### src/core/sarseq_pkg.sv
// shared constants, types and helpers for the sar converter sequencer
package sarseq_pkg;

  // register byte offsets
  localparam logic [7:0] OFF_CTRL0 = 8'h00;
  localparam logic [7:0] OFF_PINREF = 8'h04;
  localparam logic [7:0] OFF_CTRL2 = 8'h08;
  localparam logic [7:0] OFF_RES_HI = 8'h0C;
  localparam logic [7:0] OFF_RES_LO = 8'h10;
  localparam logic [7:0] OFF_STATUS = 8'h14;

  // field positions
  localparam int unsigned CTRL0_ON_BIT = 0;
  localparam int unsigned CTRL0_GO_BIT = 1;
  localparam int unsigned CTRL0_CH_LSB = 2;
  localparam int unsigned PINREF_VPOS_BIT = 0;
  localparam int unsigned PINREF_VNEG_BIT = 1;
  localparam int unsigned PINREF_PIN_LSB = 16;
  localparam int unsigned CTRL2_CLK_LSB = 0;
  localparam int unsigned CTRL2_ACQ_LSB = 3;
  localparam int unsigned STATUS_FLAG_BIT = 0;

  // values after reset
  localparam logic [3:0] RST_CHANNEL = 4'h0;
  localparam logic [2:0] RST_ACQ = 3'h0;
  localparam logic [2:0] RST_CLKSEL = 3'h0;
  localparam logic [11:0] RST_PIN_ANALOG = 12'hFFF;

  // timing
  localparam int unsigned CLK_HZ = 20_000_000;
  localparam int unsigned INSTR_OSCILLATOR_PERIOD = 4;
  localparam int unsigned INSTR_CYCLES = INSTR_OSCILLATOR_PERIOD;
  localparam int unsigned CONV_TAD = 13;
  localparam logic [1:0] RESP_OKAY = 2'h0;
  localparam logic [1:0] RESP_SLVERR = 2'h2;

  typedef enum logic [2:0] {ST_OFF, ST_SAMPLE, ST_ACQ, ST_DELAY, ST_CONV} sarseq_state_e;

  typedef struct packed {
    logic [2:0] acq;
    logic [2:0] clksel;
  } sarseq_ctrl2_s;

  typedef struct packed {
    logic module_on;
    logic sample_en;
    logic [3:0] channel;
    logic vref_pos_ext;
    logic vref_neg_ext;
    logic [11:0] dac_code;
  } sarseq_analog_s;

  // acquisition length in conversion clock periods
  function automatic logic [4:0] acq_tad(input logic [2:0] code);
    case (code)
      3'h0: acq_tad = 5'h00;
      3'h1: acq_tad = 5'h02;
      3'h2: acq_tad = 5'h04;
      3'h3: acq_tad = 5'h06;
      3'h4: acq_tad = 5'h08;
      3'h5: acq_tad = 5'h0C;
      3'h6: acq_tad = 5'h10;
      default: acq_tad = 5'h14;
    endcase
  endfunction : acq_tad

  // oscillator divide ratio, zero means internal rc
  function automatic logic [6:0] clk_div(input logic [2:0] sel);
    case (sel)
      3'h0: clk_div = 7'h02;
      3'h4: clk_div = 7'h04;
      3'h1: clk_div = 7'h08;
      3'h5: clk_div = 7'h10;
      3'h2: clk_div = 7'h20;
      3'h6: clk_div = 7'h40;
      default: clk_div = 7'h00;
    endcase
  endfunction : clk_div

endpackage : sarseq_pkg

### src/core/sarseq_core.sv
// sar converter sequencer with axi4-lite register file
// Summary of operation
// any reset clears control registers and sets all pins analog, switches converter off, aborts conversion
// completion loads result pair, clears start/done bit, sets completion flag
// result pair is not reset; contents survive every reset but power-up
// nonzero acquisition field gives 2 to 20 tad sampling, then conversion
// acquisition field zero: start stops sampling at once and converts after one instruction cycle
// acquisition field resets to zero, manual acquisition
// after every conversion sampling of the selected channel resumes
// no status separates acquisition from conversion; only start/done shows
// each conversion lasts exactly 13 conversion clock periods; in manual mode the first period runs short unless the divider is 2 or 4
// conversion clock is oscillator over 2,4,8,16,32,64 or internal rc
// converting continues in sleep when the internal rc clock is chosen
// software waits two tad after completion before next acquisition
// reference is software choice: supply rails or external reference pins
// result built by successive approximation, one bit per tad
// in manual mode software waits acquisition time before starting
// every shared pin individually set analog input or digital
// software configures, enables, starts, polls or waits, reads result
// software picks shortest tad above the minimum period
// manual mode start is delayed one instruction cycle before converting
// start while switched off is ignored and flag stays unchanged
module sarseq_core #(
  parameter int unsigned RES_BITS = 12,
  parameter int unsigned N_PINS = 12
) (
  input wire logic aclk,
  input wire logic aresetn,
  input wire logic [7:0] s_axi_awaddr,
  input wire logic [2:0] s_axi_awprot,
  input wire logic s_axi_awvalid,
  output logic s_axi_awready,
  input wire logic [31:0] s_axi_wdata,
  input wire logic [3:0] s_axi_wstrb,
  input wire logic s_axi_wvalid,
  output logic s_axi_wready,
  output logic [1:0] s_axi_bresp,
  output logic s_axi_bvalid,
  input wire logic s_axi_bready,
  input wire logic [7:0] s_axi_araddr,
  input wire logic [2:0] s_axi_arprot,
  input wire logic s_axi_arvalid,
  output logic s_axi_arready,
  output logic [31:0] s_axi_rdata,
  output logic [1:0] s_axi_rresp,
  output logic s_axi_rvalid,
  input wire logic s_axi_rready,
  input wire logic rc_clk_async,
  input wire logic sleep_mode,
  input wire logic comp_above,
  output sarseq_pkg::sarseq_analog_s analog_ctrl,
  output logic [N_PINS-1:0] analog_pin_en,
  output logic conversion_complete_flag
);

  localparam logic [4:0] LAST_STEP = 5'(sarseq_pkg::CONV_TAD - 1);
  localparam logic [2:0] INSTR_LAST = 3'(sarseq_pkg::INSTR_CYCLES - 1);

  sarseq_pkg::sarseq_state_e state_reg;
  sarseq_pkg::sarseq_ctrl2_s ctrl2_reg;
  logic on_reg;
  logic [3:0] channel_reg;
  logic vpos_reg;
  logic vneg_reg;
  logic [N_PINS-1:0] pin_reg;
  logic flag_reg;
  logic [RES_BITS-1:0] result_reg;
  logic [RES_BITS-1:0] trial_reg;
  logic [4:0] step_reg;
  logic [4:0] acq_cnt_reg;
  logic [2:0] dly_cnt_reg;
  logic aw_held_reg;
  logic w_held_reg;
  logic [7:0] awaddr_reg;
  logic [31:0] wdata_reg;
  logic [3:0] wstrb_reg;
  logic [31:0] rdata_reg;
  logic [1:0] rresp_reg;
  logic [1:0] bresp_reg;
  logic bvalid_reg;
  logic rvalid_reg;
  logic wr_fire;
  logic wr_ctrl0;
  logic start_req;
  logic abort_req;
  logic restart;
  logic tad_tick;
  logic busy;
  logic conv_done;
  logic [31:0] rd_word;
  logic rd_mapped;
  logic [RES_BITS-1:0] trial_next;
  logic [3:0] bit_idx;

  // ---------------- axi4-lite write channel ----------------
  assign s_axi_awready = !aw_held_reg && !bvalid_reg;
  assign s_axi_wready = !w_held_reg && !bvalid_reg;
  assign wr_fire = aw_held_reg && w_held_reg && !bvalid_reg;

  // address and data latch independently, write fires when both are held
  always_ff @(posedge aclk)
  begin
    if (!aresetn)
    begin
      aw_held_reg <= 1'b0;
      w_held_reg <= 1'b0;
      awaddr_reg <= 8'h00;
      wdata_reg <= 32'h0000_0000;
      wstrb_reg <= 4'h0;
    end
    else
    begin
      if (s_axi_awvalid && s_axi_awready)
      begin
        aw_held_reg <= 1'b1;
        awaddr_reg <= s_axi_awaddr;
      end
      else if (wr_fire)
        aw_held_reg <= 1'b0;
      if (s_axi_wvalid && s_axi_wready)
      begin
        w_held_reg <= 1'b1;
        wdata_reg <= s_axi_wdata;
        wstrb_reg <= s_axi_wstrb;
      end
      else if (wr_fire)
        w_held_reg <= 1'b0;
    end
  end

  // write response, slverr for an unmapped word
  always_ff @(posedge aclk)
  begin
    if (!aresetn)
    begin
      bvalid_reg <= 1'b0;
      bresp_reg <= sarseq_pkg::RESP_OKAY;
    end
    else if (wr_fire)
    begin
      bvalid_reg <= 1'b1;
      case ({awaddr_reg[7:2], 2'b00})
        sarseq_pkg::OFF_CTRL0, sarseq_pkg::OFF_PINREF, sarseq_pkg::OFF_CTRL2,
        sarseq_pkg::OFF_RES_HI, sarseq_pkg::OFF_RES_LO, sarseq_pkg::OFF_STATUS:
          bresp_reg <= sarseq_pkg::RESP_OKAY;
        default: bresp_reg <= sarseq_pkg::RESP_SLVERR;
      endcase
    end
    else if (s_axi_bready)
      bvalid_reg <= 1'b0;
  end

  assign s_axi_bvalid = bvalid_reg;
  assign s_axi_bresp = bresp_reg;

  // ---------------- control register decode ----------------
  assign wr_ctrl0 = wr_fire && wstrb_reg[0] && ({awaddr_reg[7:2], 2'b00} == sarseq_pkg::OFF_CTRL0);
  assign busy = (state_reg == sarseq_pkg::ST_ACQ) || (state_reg == sarseq_pkg::ST_DELAY) ||
                (state_reg == sarseq_pkg::ST_CONV);
  // start only when the module is, and stays, switched on
  assign start_req = wr_ctrl0 && wdata_reg[sarseq_pkg::CTRL0_GO_BIT] &&
                     wdata_reg[sarseq_pkg::CTRL0_ON_BIT] && on_reg &&
                     (state_reg == sarseq_pkg::ST_SAMPLE);
  // clearing the start bit or switching off while busy abandons the conversion
  assign abort_req = wr_ctrl0 && busy && (!wdata_reg[sarseq_pkg::CTRL0_GO_BIT] ||
                     !wdata_reg[sarseq_pkg::CTRL0_ON_BIT]);
  assign restart = start_req;

  // module enable, channel, reference and pin configuration
  always_ff @(posedge aclk)
  begin
    if (!aresetn)
    begin
      on_reg <= 1'b0;
      channel_reg <= sarseq_pkg::RST_CHANNEL;
      vpos_reg <= 1'b0;
      vneg_reg <= 1'b0;
      pin_reg <= N_PINS'(sarseq_pkg::RST_PIN_ANALOG);
      ctrl2_reg.acq <= sarseq_pkg::RST_ACQ;
      ctrl2_reg.clksel <= sarseq_pkg::RST_CLKSEL;
    end
    else if (wr_fire)
    begin
      if (wr_ctrl0)
      begin
        on_reg <= wdata_reg[sarseq_pkg::CTRL0_ON_BIT];
        channel_reg <= wdata_reg[sarseq_pkg::CTRL0_CH_LSB +: 4];
      end
      if ({awaddr_reg[7:2], 2'b00} == sarseq_pkg::OFF_PINREF)
      begin
        if (wstrb_reg[0])
        begin
          vpos_reg <= wdata_reg[sarseq_pkg::PINREF_VPOS_BIT];
          vneg_reg <= wdata_reg[sarseq_pkg::PINREF_VNEG_BIT];
        end
        if (wstrb_reg[2] && wstrb_reg[3])
          pin_reg <= wdata_reg[sarseq_pkg::PINREF_PIN_LSB +: N_PINS];
      end
      if (wstrb_reg[0] && ({awaddr_reg[7:2], 2'b00} == sarseq_pkg::OFF_CTRL2))
      begin
        ctrl2_reg.acq <= wdata_reg[sarseq_pkg::CTRL2_ACQ_LSB +: 3];
        ctrl2_reg.clksel <= wdata_reg[sarseq_pkg::CTRL2_CLK_LSB +: 3];
      end
    end
  end

  // ---------------- conversion clock ----------------
  sarseq_tad_gen u_tad_gen (
    .aclk(aclk),
    .aresetn(aresetn),
    .clk_sel(ctrl2_reg.clksel),
    .rc_clk_async(rc_clk_async),
    .sleep_mode(sleep_mode),
    .restart(restart),
    .tad_tick(tad_tick)
  );

  // ---------------- sequencer ----------------
  assign conv_done = (state_reg == sarseq_pkg::ST_CONV) && tad_tick &&
                     (step_reg == LAST_STEP);

  // off, sampling, programmed acquisition, manual delay, conversion
  always_ff @(posedge aclk)
  begin
    if (!aresetn)
      state_reg <= sarseq_pkg::ST_OFF;
    else if (abort_req || (wr_ctrl0 && !wdata_reg[sarseq_pkg::CTRL0_ON_BIT]))
      state_reg <= wdata_reg[sarseq_pkg::CTRL0_ON_BIT] ? sarseq_pkg::ST_SAMPLE :
                   sarseq_pkg::ST_OFF;
    else
    begin
      unique case (state_reg)
        sarseq_pkg::ST_OFF:
          if (wr_ctrl0 && wdata_reg[sarseq_pkg::CTRL0_ON_BIT])
            state_reg <= sarseq_pkg::ST_SAMPLE;
        sarseq_pkg::ST_SAMPLE:
          if (start_req)
            state_reg <= (ctrl2_reg.acq == 3'h0) ? sarseq_pkg::ST_DELAY :
                         sarseq_pkg::ST_ACQ;
        sarseq_pkg::ST_ACQ:
          if (tad_tick && (acq_cnt_reg == sarseq_pkg::acq_tad(ctrl2_reg.acq) - 5'h01))
            state_reg <= sarseq_pkg::ST_CONV;
        sarseq_pkg::ST_DELAY:
          if (dly_cnt_reg == INSTR_LAST)
            state_reg <= sarseq_pkg::ST_CONV;
        sarseq_pkg::ST_CONV:
          if (conv_done)
            state_reg <= sarseq_pkg::ST_SAMPLE;
      endcase
    end
  end

  // acquisition and instruction-cycle counters
  always_ff @(posedge aclk)
  begin
    if (!aresetn || state_reg == sarseq_pkg::ST_SAMPLE)
    begin
      acq_cnt_reg <= 5'h00;
      dly_cnt_reg <= 3'h0;
    end
    else
    begin
      if (state_reg == sarseq_pkg::ST_ACQ && tad_tick)
        acq_cnt_reg <= acq_cnt_reg + 5'h01;
      if (state_reg == sarseq_pkg::ST_DELAY)
        dly_cnt_reg <= dly_cnt_reg + 3'h1;
    end
  end

  // successive approximation trial word
  assign bit_idx = 4'(RES_BITS - 1) - step_reg[3:0];
  always_comb
  begin
    trial_next = trial_reg;
    if (!comp_above)
      trial_next[bit_idx] = 1'b0;
    if (bit_idx != 4'h0)
      trial_next[bit_idx - 4'h1] = 1'b1;
  end

  // step counter and trial register, one decision per tad
  always_ff @(posedge aclk)
  begin
    if (!aresetn || state_reg != sarseq_pkg::ST_CONV)
    begin
      step_reg <= 5'h00;
      trial_reg <= {1'b1, {(RES_BITS-1){1'b0}}};
    end
    else if (tad_tick)
    begin
      step_reg <= step_reg + 5'h01;
      if (step_reg < 5'(RES_BITS))
        trial_reg <= trial_next;
    end
  end

  // result pair has no reset and is only loaded at completion
  always_ff @(posedge aclk)
  begin
    if (conv_done)
      result_reg <= trial_reg;
  end

  // completion flag, a completion beats a software clear
  always_ff @(posedge aclk)
  begin
    if (!aresetn)
      flag_reg <= 1'b0;
    else if (conv_done)
      flag_reg <= 1'b1;
    else if (wr_fire && wstrb_reg[0] && wdata_reg[sarseq_pkg::STATUS_FLAG_BIT] &&
             ({awaddr_reg[7:2], 2'b00} == sarseq_pkg::OFF_STATUS))
      flag_reg <= 1'b0;
  end

  // ---------------- axi4-lite read channel ----------------
  assign s_axi_arready = !rvalid_reg;

  // read mux; start/done reads as busy, no acquisition/conversion split
  always_comb
  begin
    rd_word = 32'h0000_0000;
    rd_mapped = 1'b1;
    case ({s_axi_araddr[7:2], 2'b00})
      sarseq_pkg::OFF_CTRL0:
      begin
        rd_word[sarseq_pkg::CTRL0_ON_BIT] = on_reg;
        rd_word[sarseq_pkg::CTRL0_GO_BIT] = busy;
        rd_word[sarseq_pkg::CTRL0_CH_LSB +: 4] = channel_reg;
      end
      sarseq_pkg::OFF_PINREF:
      begin
        rd_word[sarseq_pkg::PINREF_VPOS_BIT] = vpos_reg;
        rd_word[sarseq_pkg::PINREF_VNEG_BIT] = vneg_reg;
        rd_word[sarseq_pkg::PINREF_PIN_LSB +: N_PINS] = pin_reg;
      end
      sarseq_pkg::OFF_CTRL2:
      begin
        rd_word[sarseq_pkg::CTRL2_ACQ_LSB +: 3] = ctrl2_reg.acq;
        rd_word[sarseq_pkg::CTRL2_CLK_LSB +: 3] = ctrl2_reg.clksel;
      end
      sarseq_pkg::OFF_RES_HI: rd_word[RES_BITS-9:0] = result_reg[RES_BITS-1:8];
      sarseq_pkg::OFF_RES_LO: rd_word[7:0] = result_reg[7:0];
      sarseq_pkg::OFF_STATUS: rd_word[sarseq_pkg::STATUS_FLAG_BIT] = flag_reg;
      default: rd_mapped = 1'b0;
    endcase
  end

  // read data register, answered one cycle after address acceptance
  always_ff @(posedge aclk)
  begin
    if (!aresetn)
    begin
      rvalid_reg <= 1'b0;
      rdata_reg <= 32'h0000_0000;
      rresp_reg <= sarseq_pkg::RESP_OKAY;
    end
    else if (s_axi_arvalid && s_axi_arready)
    begin
      rvalid_reg <= 1'b1;
      rdata_reg <= rd_word;
      rresp_reg <= rd_mapped ? sarseq_pkg::RESP_OKAY : sarseq_pkg::RESP_SLVERR;
    end
    else if (s_axi_rready)
      rvalid_reg <= 1'b0;
  end

  assign s_axi_rvalid = rvalid_reg;
  assign s_axi_rdata = rdata_reg;
  assign s_axi_rresp = rresp_reg;

  // ---------------- analog side ----------------
  always_comb
  begin
    analog_ctrl.module_on = on_reg;
    analog_ctrl.sample_en = (state_reg == sarseq_pkg::ST_SAMPLE) ||
                            (state_reg == sarseq_pkg::ST_ACQ);
    analog_ctrl.channel = channel_reg;
    analog_ctrl.vref_pos_ext = vpos_reg;
    analog_ctrl.vref_neg_ext = vneg_reg;
    analog_ctrl.dac_code = trial_reg;
  end

  assign analog_pin_en = pin_reg;
  assign conversion_complete_flag = flag_reg;

endmodule : sarseq_core

### src/core/sarseq_tad_gen.sv
// conversion clock tick generator: oscillator divider or synchronised rc
module sarseq_tad_gen (
  input wire logic aclk,
  input wire logic aresetn,
  input wire logic [2:0] clk_sel,
  input wire logic rc_clk_async,
  input wire logic sleep_mode,
  input wire logic restart,
  output logic tad_tick
);

  logic rc_s1_reg;
  logic rc_s2_reg;
  logic rc_s3_reg;
  logic [6:0] div_cnt_reg;
  logic [6:0] ratio;
  logic rc_sel;
  logic osc_tick;
  logic rc_tick;

  assign ratio = sarseq_pkg::clk_div(clk_sel);
  assign rc_sel = (ratio == 7'h00);

  // two-flop synchroniser plus edge history for the rc oscillator
  always_ff @(posedge aclk)
  begin
    if (!aresetn)
    begin
      rc_s1_reg <= 1'b0;
      rc_s2_reg <= 1'b0;
      rc_s3_reg <= 1'b0;
    end
    else
    begin
      rc_s1_reg <= rc_clk_async;
      rc_s2_reg <= rc_s1_reg;
      rc_s3_reg <= rc_s2_reg;
    end
  end

  assign rc_tick = rc_s2_reg && !rc_s3_reg;

  // oscillator divider, realigned on every restart
  always_ff @(posedge aclk)
  begin
    if (!aresetn || restart || rc_sel)
      div_cnt_reg <= 7'h00;
    else if (div_cnt_reg == ratio - 7'h01)
      div_cnt_reg <= 7'h00;
    else
      div_cnt_reg <= div_cnt_reg + 7'h01;
  end

  assign osc_tick = !rc_sel && !restart && (div_cnt_reg == ratio - 7'h01);

  // oscillator stops in sleep, only the rc source keeps running
  always_comb
  begin
    if (rc_sel)
      tad_tick = rc_tick && !restart;
    else
      tad_tick = osc_tick && !sleep_mode;
  end

endmodule : sarseq_tad_gen

### config.mk
export PLATFORM = sky130hd
export DESIGN_NAME = sarseq_core
export DESIGN_NICKNAME = d
export VERILOG_FILES = /design/src/core/sarseq_pkg.sv /design/src/core/sarseq_core.sv /design/src/core/sarseq_tad_gen.sv
export SDC_FILE = /design/constraint.sdc
export NUM_CORES = 1
export LEC_CHECK = 0
export BUFFER_PORTS_ARGS = -buffer_cell sky130_fd_sc_hd__buf_2
export CAP_MARGIN = 20
export CORE_AREA = 2 2 113 115
export DETAILED_ROUTE_END_ITERATION = 7
export DIE_AREA = 0 0 115 117
export MAX_ROUTING_LAYER = met4
export PLACE_DENSITY = 0.77
export REMOVE_ABC_BUFFERS = 1
export SYNTH_ARGS = -nofsm -noshare
export SYNTH_HDL_FRONTEND = slang
export SYNTH_SLANG_ARGS = --single-unit
### constraint.sdc
create_clock -name aclk -period 2.6 [get_ports aclk]
set_input_delay 0.26 -clock aclk [delete_from_list [all_inputs] [get_ports aclk]]
set_output_delay 0.26 -clock aclk [all_outputs]
set_load 0.01 [all_outputs]
==> results.json, run 1 <==
{
  "status": "completed",
  "wl_mm": 13.71,
  "syn_inst": 667,
  "grt_use_total_pct": 21.52,
  "setup_viol": 0,
  "final_max_slew_viol_count": 0,
  "r2r_start": "u_tad_gen.div_cnt_reg[1]",
  "fmax_ghz": 0.4234,
  "yosysTopAreaCellShare_pct": 40.66,
  "p_per_area_mw_per_mm2": 682.7,
  "n_antenna_cell": 0,
  "yosys-top-cells-count": "dfxtp_1 (117), nand2_1 (113), nor2_1 (70)",
  "port_buffers": 102,
  "synth_compound_area_share_pct": 14.64,
  "worstPathArrival_ns": 2.47,
  "finClkSkew_ns": 0.01208,
  "die_w_um": 115,
  "ctsHoldBuffers": 0,
  "yosysWarnings": 0,
  "rsz0062_at_grt": "false",
  "hp-class": "in2reg",
  "antenna_left": 0,
  "viasPerCell": 5.419,
  "area_delta_synth_final_pct": 20.31,
  "top_layer_used": "met4",
  "first_pass_iters": 5,
  "synthMuxAreaShare_pct": 4.301,
  "synth_edf_count": 12,
  "synth_top_family_by_area": "simple AND/OR/NAND/NOR gates",
  "pwr-share-clk_pct": 49.1,
  "avgRoutedWirePerCell_um": 14.85,
  "synth_area_leaders": "dfxtp_1 (41%), nand2_1 (7.4%), edfxtp_1 (6.3%), nor2_1 (4.6%), a21oi_1 (4.3%)",
  "antenna_found_initial": 0,
  "hp-start": "s_axi_rready",
  "largest_register_ffs": 20,
  "drive_gt1_share_pct": 21.09,
  "p_seq_share_pct": 44.3,
  "yosysMostFrequentCell": "dfxtp_1",
  "final_nets": 841,
  "synthAdderAreaFrac_pct": 2.824,
  "met1_length_mm": 6.114,
  "ys_seq_area_share_pct": 46.92,
  "ir_worst_vdd_mv": 0.3769,
  "r2r_end": "result_reg[5]",
  "floorplan.initialDensity_pct": 46.79,
  "wl_met3_um": 887,
  "finalPower_uw": 4732,
  "synth_area_per_cell_um2": 8.636,
  "worst_ep_required_time_ns": 2.71,
  "synth_xor_area_share_pct": 2.737,
  "switchingPower_uw": 1079,
  "clock_latency_ns": 0.41,
  "crit_type": "reg2reg",
  "worstRegToRegCells": 7,
  "period_minus_slack_ns": 2.362,
  "routed-via-count": 5002,
  "hold_end": "s_axi_rvalid",
  "whs_path_depth": 2,
  "synth_area_leader_cell": "dfxtp_1",
  "synthFlopType": "dfxtp_1",
  "mappedNetlistArea_mm2": 0.005761,
  "rows": 41,
  "relSlewSlack_pct": 35.11,
  "p_leak_uw": 0.002878,
  "drtIter0Drc": 551,
  "root_buffer": "clkbuf_16",
  "clk_pin_slew_worst_paths_ns": 0.05,
  "ys_types": 63,
  "rrSetupSlack_ns": 0.24,
  "numCtsBuffers": 17,
  "critPathLaunch": "u_tad_gen.div_cnt_reg[1]",
  "drc": 0,
  "io_pins": 142,
  "cts_sinks": 129,
  "finalSetupTns_ns": 0,
  "die_h_um": 117,
  "core_mm2": 0.01231,
  "overflow": 0,
  "dp_hpwl_mm": 9.687,
  "cp-start-kind": "flop",
  "path_max_fanout": 13,
  "cts_tree": "built",
  "end_kind": "flop",
  "synth-simple-area-share_pct": 22.61,
  "ys_ff_latch": 129,
  "grt_pass1_wl_mm": 22.11,
  "htreeDepth": 4,
  "fp.dieArea_mm2": 0.01346,
  "hold_viol": 0,
  "worstMarginPinSlew_ns": 0.9698,
  "switching_share_pct": 22.80,
  "max-clock-path-buffers": 2,
  "combPwrFrac_pct": 6.5,
  "timing.hold.ws_ns": 0.03057,
  "intPower_uw": 3653,
  "wl_met2_mm": 6.473,
  "period_share_pct": 90.85,
  "maxCapViolCount": 0,
  "async_flop_share_pct": 0,
  "grt_max_degree": 69,
  "grt_pass1_vias": 4525,
  "gp_congestion": 0.8677
}
## through the flow
stage | cell area [µm²] | util [%] | std cells | setup slack (ns)
floorplan | 5529 | - | 625 | -0.01827
global placement | 6339 | 51.48 | 891 | 0.2170
detailed placement | 6339 | 51.48 | 891 | 0.1813
CTS | 6922 | 56.22 | 923 | 0.1613
global route | 6930 | 56.29 | 923 | 0.09357
finish | 6930 | 56.29 | 923 | 0.2380
## how the worst max path moves through the flow
| stage | to | slack [ns] | depth (start not counted) |
|---|---|---|---|
| 2_1_floorplan | result_reg[0] | -0.02 | 6 |
| 3_3_place_gp | trial_reg[7] | 0.22 | 7 |
| 3_5_place_dp | trial_reg[7] | 0.18 | 7 |
| 4_1_cts | trial_reg[7] | 0.16 | 7 |
| 5_1_grt | result_reg[10] | 0.09 | 7 |
| 6_report | result_reg[5] | 0.24 | 7 |
## cell usage in the layout, fill, tap and decap left out, drive strengths merged, types with 4 or more instances in the layout
cell type / instances
nand2b: 8
a221oi: 4
o211ai: 12
nand2: 114
nand3: 27
o31ai: 9
nor2: 70
clkbuf: 22
or3b: 4
edfxtp: 12
a21oi: 50
o21ai: 19
clkinv: 6
inv: 16
nor3: 14
ha: 13
xnor2: 6
mux2i: 18
or3: 6
nand4: 9
a22oi: 12
conb: 14
and2: 6
buf: 116
dfxtp: 117
xor2: 12
nor2b: 5
## area by class of cell
| type | instances | area, µm² |
|---|---|---|
| clock buffer | 22 | 474.2 |
| clock inverter | 10 | 108.9 |
| fill | 1092 | 5381 |
| inverter | 16 | 60.06 |
| multi-input combinational | 480 | 2781 |
| sequential | 129 | 2703 |
| tap | 150 | 187.7 |
| timing repair buffer | 116 | 615.6 |
## power by group through the flow
stage / logic (µW) / registers, µW / clock network, µW
finish: 308 / 2100 / 2330
floorplan: 183 / 2130 / 0
CTS: 307 / 2100 / 2340
global route: 346 / 2100 / 2430
global placement: 302 / 2140 / 0
detailed placement: 304 / 2140 / 0
## cells by family after synthesis
kind of cell | Yosys count
AND/OR/NAND/NOR | 283
AO/OA/AOI/OAI | 130
flip-flops | 129
buffers and inverters | 71
multiplexers | 22
XOR/XNOR | 18
adder cells (fa/ha/maj) | 13
other | 1
## what timing repair did
action	CTS	global route
resized for setup	0	1
setup buffers	0	0
setup endpoints to repair	0	3
## routing by layer
layer  vias up  track usage (%)
met4         0            7.390
met3        25            5.510
met2       179            34.90
met5         -                -
li1       2481                -
met1      2317            26.25
## worst max-delay path, stage by stage, from the launching register on
cell     delay [ns]
dfxtp_1        0.36
or3_1          0.32
a21o_1         0.18
a221o_1        0.36
o21ai_4        0.31
nand3_1        0.20
nor2_1         0.13
buf_4          0.21
No activity file was read; power rests on OpenSTA's default activity.
==> run 2, diff against run 1 <==
--- a/config.mk
+++ b/config.mk
@@ -5,6 +5,7 @@
 export SDC_FILE = /design/constraint.sdc
 export NUM_CORES = 1
 export LEC_CHECK = 0
+export ABC_AREA = 1
 export BUFFER_PORTS_ARGS = -buffer_cell sky130_fd_sc_hd__buf_2
 export CAP_MARGIN = 20
 export CORE_AREA = 2 2 113 115
@@ -12,6 +13,7 @@
 export DIE_AREA = 0 0 115 117
 export MAX_ROUTING_LAYER = met4
 export PLACE_DENSITY = 0.77
+export RECOVER_POWER = 50
 export REMOVE_ABC_BUFFERS = 1
 export SYNTH_ARGS = -nofsm -noshare
 export SYNTH_HDL_FRONTEND = slang
==> run 2 against run 1 <==
  * Worst setup slack improved by 0.079 ns
  * Non-clock buffer count down 4
  * Clock-buffer cell count shrank 4
  * Critical path type unchanged
  * Largest cell class is now registers
  * Largest power group unchanged
  * Highest routed layer unchanged
==> results.json, run 2 <==
{
  "status": "completed",
  "r2r_start": "ctrl2_reg[0]",
  "preCtsSetupSlack_ns": 0.1917,
  "period_minus_slack_ns": 2.283,
  "rsz0062_at_grt": "false",
  "ys_ff_latch": 129,
  "crit_path_top_delay_cell": "dfxtp_1",
  "largest_register_ffs": 20,
  "synth_edf_count": 12,
  "hp-start": "rc_clk_async",
  "dp_hpwl_mm": 10.05,
  "synth_area_leader_cell": "dfxtp_1",
  "crit_path_cell_trace": "nand2_2 -> nand2_1 -> xor2_1 -> nor2_1 -> nand3_2 -> nand2_1 -> nand2_1 -> nor2_1 -> nand4_1 -> clkinvlp_4",
  "final_max_slew_viol_count": 0,
  "final_common_cell": "nand2_1",
  "finalSetupTns_ns": 0,
  "worst_ep_required_time_ns": 2.70,
  "clk_pin_slew_worst_paths_ns": 0.06,
  "hold_viol": 0,
  "fillers": 1190,
  "slowest_delay_ns": 0.50,
  "fp.dieArea_mm2": 0.01346,
  "cts_tree": "built",
  "routed-via-count": 5226,
  "worst_slack_ns": 0.3173,
  "grt_pass1_vias": 4895,
  "final_area_mm2": 0.006853,
  "overflow": 0,
  "yosysTopAreaCellShare_pct": 40.65,
  "grt_max_degree": 46,
  "clock_latency_ns": 0.42,
  "drive_gt1_share_pct": 12.30,
  "rows": 41,
  "final_nets": 938,
  "path_common_cell": "nand2_1",
  "whs_path_depth": 3,
  "place_area_mm2": 0.006367,
  "setup_viol": 0,
  "hp-class": "in2reg",
  "drtIter0Drc": 407,
  "mappedNetlistArea_mm2": 0.005762,
  "syn_inst": 755,
  "antenna_left": 0,
  "die_w_um": 115,
  "floorplan.initialDensity_pct": 46.80,
  "yosys-top-cells-count": "nand2_1 (133), dfxtp_1 (117), nor2_1 (106)",
  "ir_worst_vdd_mv": 0.3398,
  "crit_type": "reg2reg",
  "root_buffer": "clkbuf_16",
  "htreeDepth": 4,
  "finalPower_uw": 4756,
  "r2r_end": "result_reg[1]",
  "worstRegToRegCells": 10,
  "drc": 0,
  "synth_area_leaders": "dfxtp_1 (41%), nand2_1 (8.7%), nor2_1 (6.9%), edfxtp_1 (6.3%), o21ai_0 (6.1%)",
  "port_buffers": 102,
  "mostFrequentLayoutCells": "nand2_1 (133), dfxtp_1 (116), nor2_1 (106)",
  "io_pins": 142,
  "seq_area_mm2": 0.002704,
  "cp.depth": 10,
  "fmax_ghz": 0.4381,
  "path_buf_inv": 1,
  "cts_setup_buffers": 0,
  "period_share_pct": 87.80,
  "grt_use_total_pct": 22.53,
  "critPathTopFamily": "simple AND/OR/NAND/NOR gates",
  "antenna_found_initial": 0,
  "cts_sinks": 129,
  "grt_pass1_wl_mm": 23.03,
  "ys_seq_area_share_pct": 46.91,
  "core_mm2": 0.01231,
  "p_per_area_mw_per_mm2": 694.0,
  "ys_types": 43,
  "yosysWarnings": 0,
  "finClkSkew_ns": 0.006273,
  "cp-start-kind": "flop",
  "yosysMostFrequentCell": "nand2_1",
  "rrSetupSlack_ns": 0.32,
  "n_antenna_cell": 0,
  "multi_input_area_mm2": 0.002599,
  "synthFlopType": "dfxtp_1",
  "hold_end": "u_tad_gen.rc_s1_reg",
  "p_leak_uw": 0.002781,
  "async_flop_share_pct": 0,
  "die_h_um": 117,
  "max-clock-path-buffers": 2,
  "relSlewSlack_pct": 19.76,
  "worstPathArrival_ns": 2.39,
  "end_kind": "flop",
  "numCtsBuffers": 17,
  "viasPerCell": 5.124,
  "worstMarginPinSlew_ns": 1.204,
  "gp_congestion": 0.9362,
  "synth_area_per_cell_um2": 7.631,
  "avgRoutedWirePerCell_um": 13.59,
  "path_max_fanout": 12,
  "area_delta_synth_final_pct": 18.94,
  "maxCapViolCount": 0,
  "first_pass_iters": 5,
  "timing.hold.ws_ns": 0.03584,
  "wl_mm": 13.86
}
==> run 2: changes by cell type after synthesis, moves of 10 or more <==
cell      before  now
nand2_1      113  133
inv_1         15   73
nand3_1       26   39
o211ai_1      12    2
mux2i_1       18    0
a22oi_1       12    2
a21oi_1       50   65
o21ai_0       13   70
clkbuf_1      32   21
nor2_1        70  106
==> run 2: repair_timing <==
action	in CTS	in global routing
endpoints found under the setup margin	0	12
gates resized for setup	0	2
hold buffers	0	0
==> run 2: worst max-delay path by stage <==
stage | startpoint | end | slack, ns
floorplan | awaddr_reg[6] | analog_pin_en[0] | 0.28
global placement | ctrl2_reg[1] | result_reg[6] | 0.27
detailed placement | ctrl2_reg[1] | result_reg[6] | 0.19
CTS | ctrl2_reg[1] | result_reg[1] | 0.16
global route | ctrl2_reg[0] | result_reg[1] | 0.05
finish | ctrl2_reg[0] | result_reg[1] | 0.32
==> run 2: report_power, final <==
part,total (µW),internal [µW],switching [µW],leakage (µW)
clock,2240,1330,917,0.000273
combinational,380,126,254,0.00145
sequential,2130,2080,49.9,0.00106
==> run 2: stage by stage <==
step / std cells / utilization [%]
floorplan: 726 / -
global placement: 988 / 51.72
detailed placement: 988 / 51.72
CTS: 1020 / 56.27
global route: 1020 / 55.66
finish: 1020 / 55.66
==> run 2: cell type report <==
type	count	share of cell area, %
flip-flops and latches	129	39.46
clock inverters	14	1.917
clock buffers	18	6.263
repair buffers	112	7.376
multi-input cells	519	37.92
well taps	150	2.739
inverters	78	4.327
==> run 2: worst reg2reg max path, cell delays in order (launching register included) <==
cell and delay [ns]:
dfxtp_1 0.50, nand2_2 0.13, nand2_1 0.10, xor2_1 0.06, nor2_1 0.19, nand3_2 0.15
nand2_1 0.14, nand2_1 0.16, nor2_1 0.16, nand4_1 0.14, clkinvlp_4 0.26
==> run 2: cells by family (layout without fill, tap and decap cells) <==
family / Yosys count / count (layout) / synth area share (%)
DFF: 129 / 129 / 46.91
and+or+nand+nor: 315 / 315 / 23.39
AOI/OAI and AO/OA: 165 / 165 / 15.83
other: 1 / 14 / 0.06508
adders and majority gates: 13 / 13 / 2.823
buffers and inverters: 120 / 222 / 9.164
xor gates and xnor gates: 12 / 12 / 1.824
==> run 2: routing by layer <==
layer	vias to the layer above	routed length (µm)	global-route usage, %
li1	2672	-	-
met4	0	298	9.237
met5	-	0	-
met3	23	885	5.561
met2	159	6704	36.59
met1	2372	5974	26.96
==> run 3, diff against run 2 <==
--- a/config.mk
+++ b/config.mk
@@ -14,7 +14,6 @@
 export MAX_ROUTING_LAYER = met4
 export PLACE_DENSITY = 0.77
 export RECOVER_POWER = 50
-export REMOVE_ABC_BUFFERS = 1
 export SYNTH_ARGS = -nofsm -noshare
 export SYNTH_HDL_FRONTEND = slang
 export SYNTH_SLANG_ARGS = --single-unit
==> run 3 against run 2 <==
  * Clock power decreased by 2%
  * Non-clock buffer count increased by 1
  * Sequential share of layout area increased by 0.065 points
  * Worst setup slack improved by 0.0073 ns
  * Total power decreased by 1.0%
  * Sequential power about the same
  * Final cell count about the same
  * Hold slack got worse by 0.0024 ns
  * Largest cell class unchanged
  * Critical path depth increased by 1
==> results.json, run 3 (synthesized netlist as in run 2, its figures left out) <==
{
  "area_delta_synth_final_pct": 18.74,
  "placed_cells": 988,
  "path_common_cell": "nand2_1",
  "final_nets": 940,
  "cts_tree": "built",
  "top_layer_used": "met4",
  "worst_ep_required_time_ns": 2.72,
  "drive_gt1_share_pct": 12.06,
  "htreeDepth": 4,
  "p_leak_uw": 0.002777,
  "crit_path_top_delay_cell": "dfxtp_1",
  "worstMarginPinSlew_ns": 0.8424,
  "finClkSkew_ns": 0.008107,
  "worst_slack_ns": 0.3246,
  "antenna_found_initial": 0,
  "clock_latency_ns": 0.42,
  "relSlewSlack_pct": 43.84,
  "worstPathArrival_ns": 2.39,
  "fmax_ghz": 0.4395,
  "avgRoutedWirePerCell_um": 13.94,
  "final_common_cell": "nand2_1",
  "grt_use_total_pct": 21.83,
  "fp.dieArea_mm2": 0.01346,
  "hold_viol": 0,
  "first_pass_iters": 6,
  "met1_length_mm": 6.234,
  "cp-start-kind": "flop",
  "wl_mm": 14.23,
  "maxCapViolCount": 0,
  "core_mm2": 0.01231,
  "p_per_area_mw_per_mm2": 688.1,
  "dp_hpwl_mm": 10.19,
  "max-clock-path-buffers": 2,
  "gp_congestion": 0.8975,
  "mostFrequentLayoutCells": "nand2_1 (133), dfxtp_1 (116), nor2_1 (106)",
  "slowest_delay_ns": 0.53,
  "overflow": 0,
  "wl_met2_mm": 6.943,
  "viasPerCell": 5.164,
  "finalSetupTns_ns": 0,
  "period_share_pct": 87.51,
  "preCtsSetupSlack_ns": 0.1843,
  "routed-via-count": 5272,
  "whs_path_depth": 3,
  "io_pins": 142,
  "path_max_fanout": 7,
  "rows": 41,
  "final_area_mm2": 0.006842,
  "antenna_left": 0,
  "drtIter0Drc": 393,
  "ir_worst_vdd_mv": 0.4913,
  "crit_path_cell_trace": "nand2_2 -> nand2_1 -> xor2_1 -> nor2_1 -> nand3_2 -> nand2_1 -> nand2_1 -> nor2_1 -> nand4_1 -> buf_4 -> clkinvlp_4",
  "clk_pin_slew_worst_paths_ns": 0.06,
  "status": "completed",
  "rsz0062_at_grt": "false",
  "final_max_slew_viol_count": 0,
  "port_buffers": 102,
  "worstRegToRegCells": 11,
  "drc": 0,
  "n_antenna_cell": 0,
  "setup_viol": 0,
  "floorplan.initialDensity_pct": 46.80,
  "grt_pass1_vias": 4815,
  "grt_pass1_wl_mm": 22.37,
  "largest_register_ffs": 20,
  "fillers": 1173,
  "die_h_um": 117,
  "cts_sinks": 129,
  "end_kind": "flop",
  "final_util_pct": 55.57,
  "place_area_mm2": 0.006361,
  "wl_met3_um": 804,
  "period_minus_slack_ns": 2.275,
  "die_w_um": 115,
  "ctsHoldBuffers": 0,
  "hp-class": "in2reg",
  "grt_max_degree": 47,
  "crit_type": "reg2reg",
  "numCtsBuffers": 17,
  "root_buffer": "clkbuf_16",
  "final_cells": 1021
}
==> run 3: changes by cell type in the layout (fill, tap and decap cells not counted) <==
cell      change
buf_2         -2
clkbuf_1      +2
clkinv_2      +2
clkinv_4      +2
inv_6         -2
clkbuf_2      +1
inv_4         -1
inv_8         -1
nor4_1        +1
nor4_2        -1
==> run 3: what timing repair did <==
action	CTS	global route
setup buffers	0	1
setup endpoints to repair	0	12
gates resized for setup	0	3
==> run 3: through the flow <==
stage                     hold WS [ns]  power [µW]
after floorplan                 0.3576        2441
after CTS                      0.03074        4734
after detailed placement        0.4240        2557
after global routing           0.04077        4897
after global placement          0.4238        2549
final                          0.03348        4708
==> run 3: path summary, 6_finish.rpt <==
| check | from | endpoint | slack, ns |
|---|---|---|---|
| max | ctrl2_reg[0] | result_reg[7] | 0.32 |
| min | rc_clk_async | u_tad_gen.rc_s1_reg | 0.03 |
| max reg2reg | ctrl2_reg[0] | result_reg[7] | 0.32 |
| min reg2reg | u_tad_gen.rc_s2_reg | u_tad_gen.rc_s3_reg | 0.43 |
==> run 3: worst max-delay path: cells and delay by family (launching register included) <==
kind | cells | cell delay (ns)
flops | 1 | 0.53
buf+inv | 2 | 0.32
xor+xnor | 1 | 0.06
simple gates | 8 | 1.06
==> run 3: power by group <==
group          total, µW  internal [µW]  leakage (µW)  switching (µW)
registers           2130           2080       0.00106            50.2
logic                380            125       0.00145             255
clock network       2190           1310      0.000270             888
total               4710           3510       0.00278            1190
==> run 3: cell type report <==
| class | instances | area (µm²) | area share [%] |
|---|---|---|---|
| flip-flops and latches | 129 | 2704 | 39.52 |
| multi-input cells | 519 | 2592 | 37.89 |
| repair buffers | 113 | 508.0 | 7.425 |
| clock buffers | 18 | 429.2 | 6.273 |
| inverters | 78 | 296.5 | 4.334 |
| well taps | 150 | 187.7 | 2.743 |
| clock inverters | 13 | 116.4 | 1.701 |
| repair inverters | 1 | 7.507 | 0.1097 |
==> run 3: routing by layer <==
| layer | vias up | GRT usage (%) |
|---|---|---|
| li1 | 2660 | - |
| met2 | 164 | 36.04 |
| met4 | 0 | 7.309 |
| met1 | 2429 | 25.96 |
| met5 | - | - |
| met3 | 19 | 5.922 |
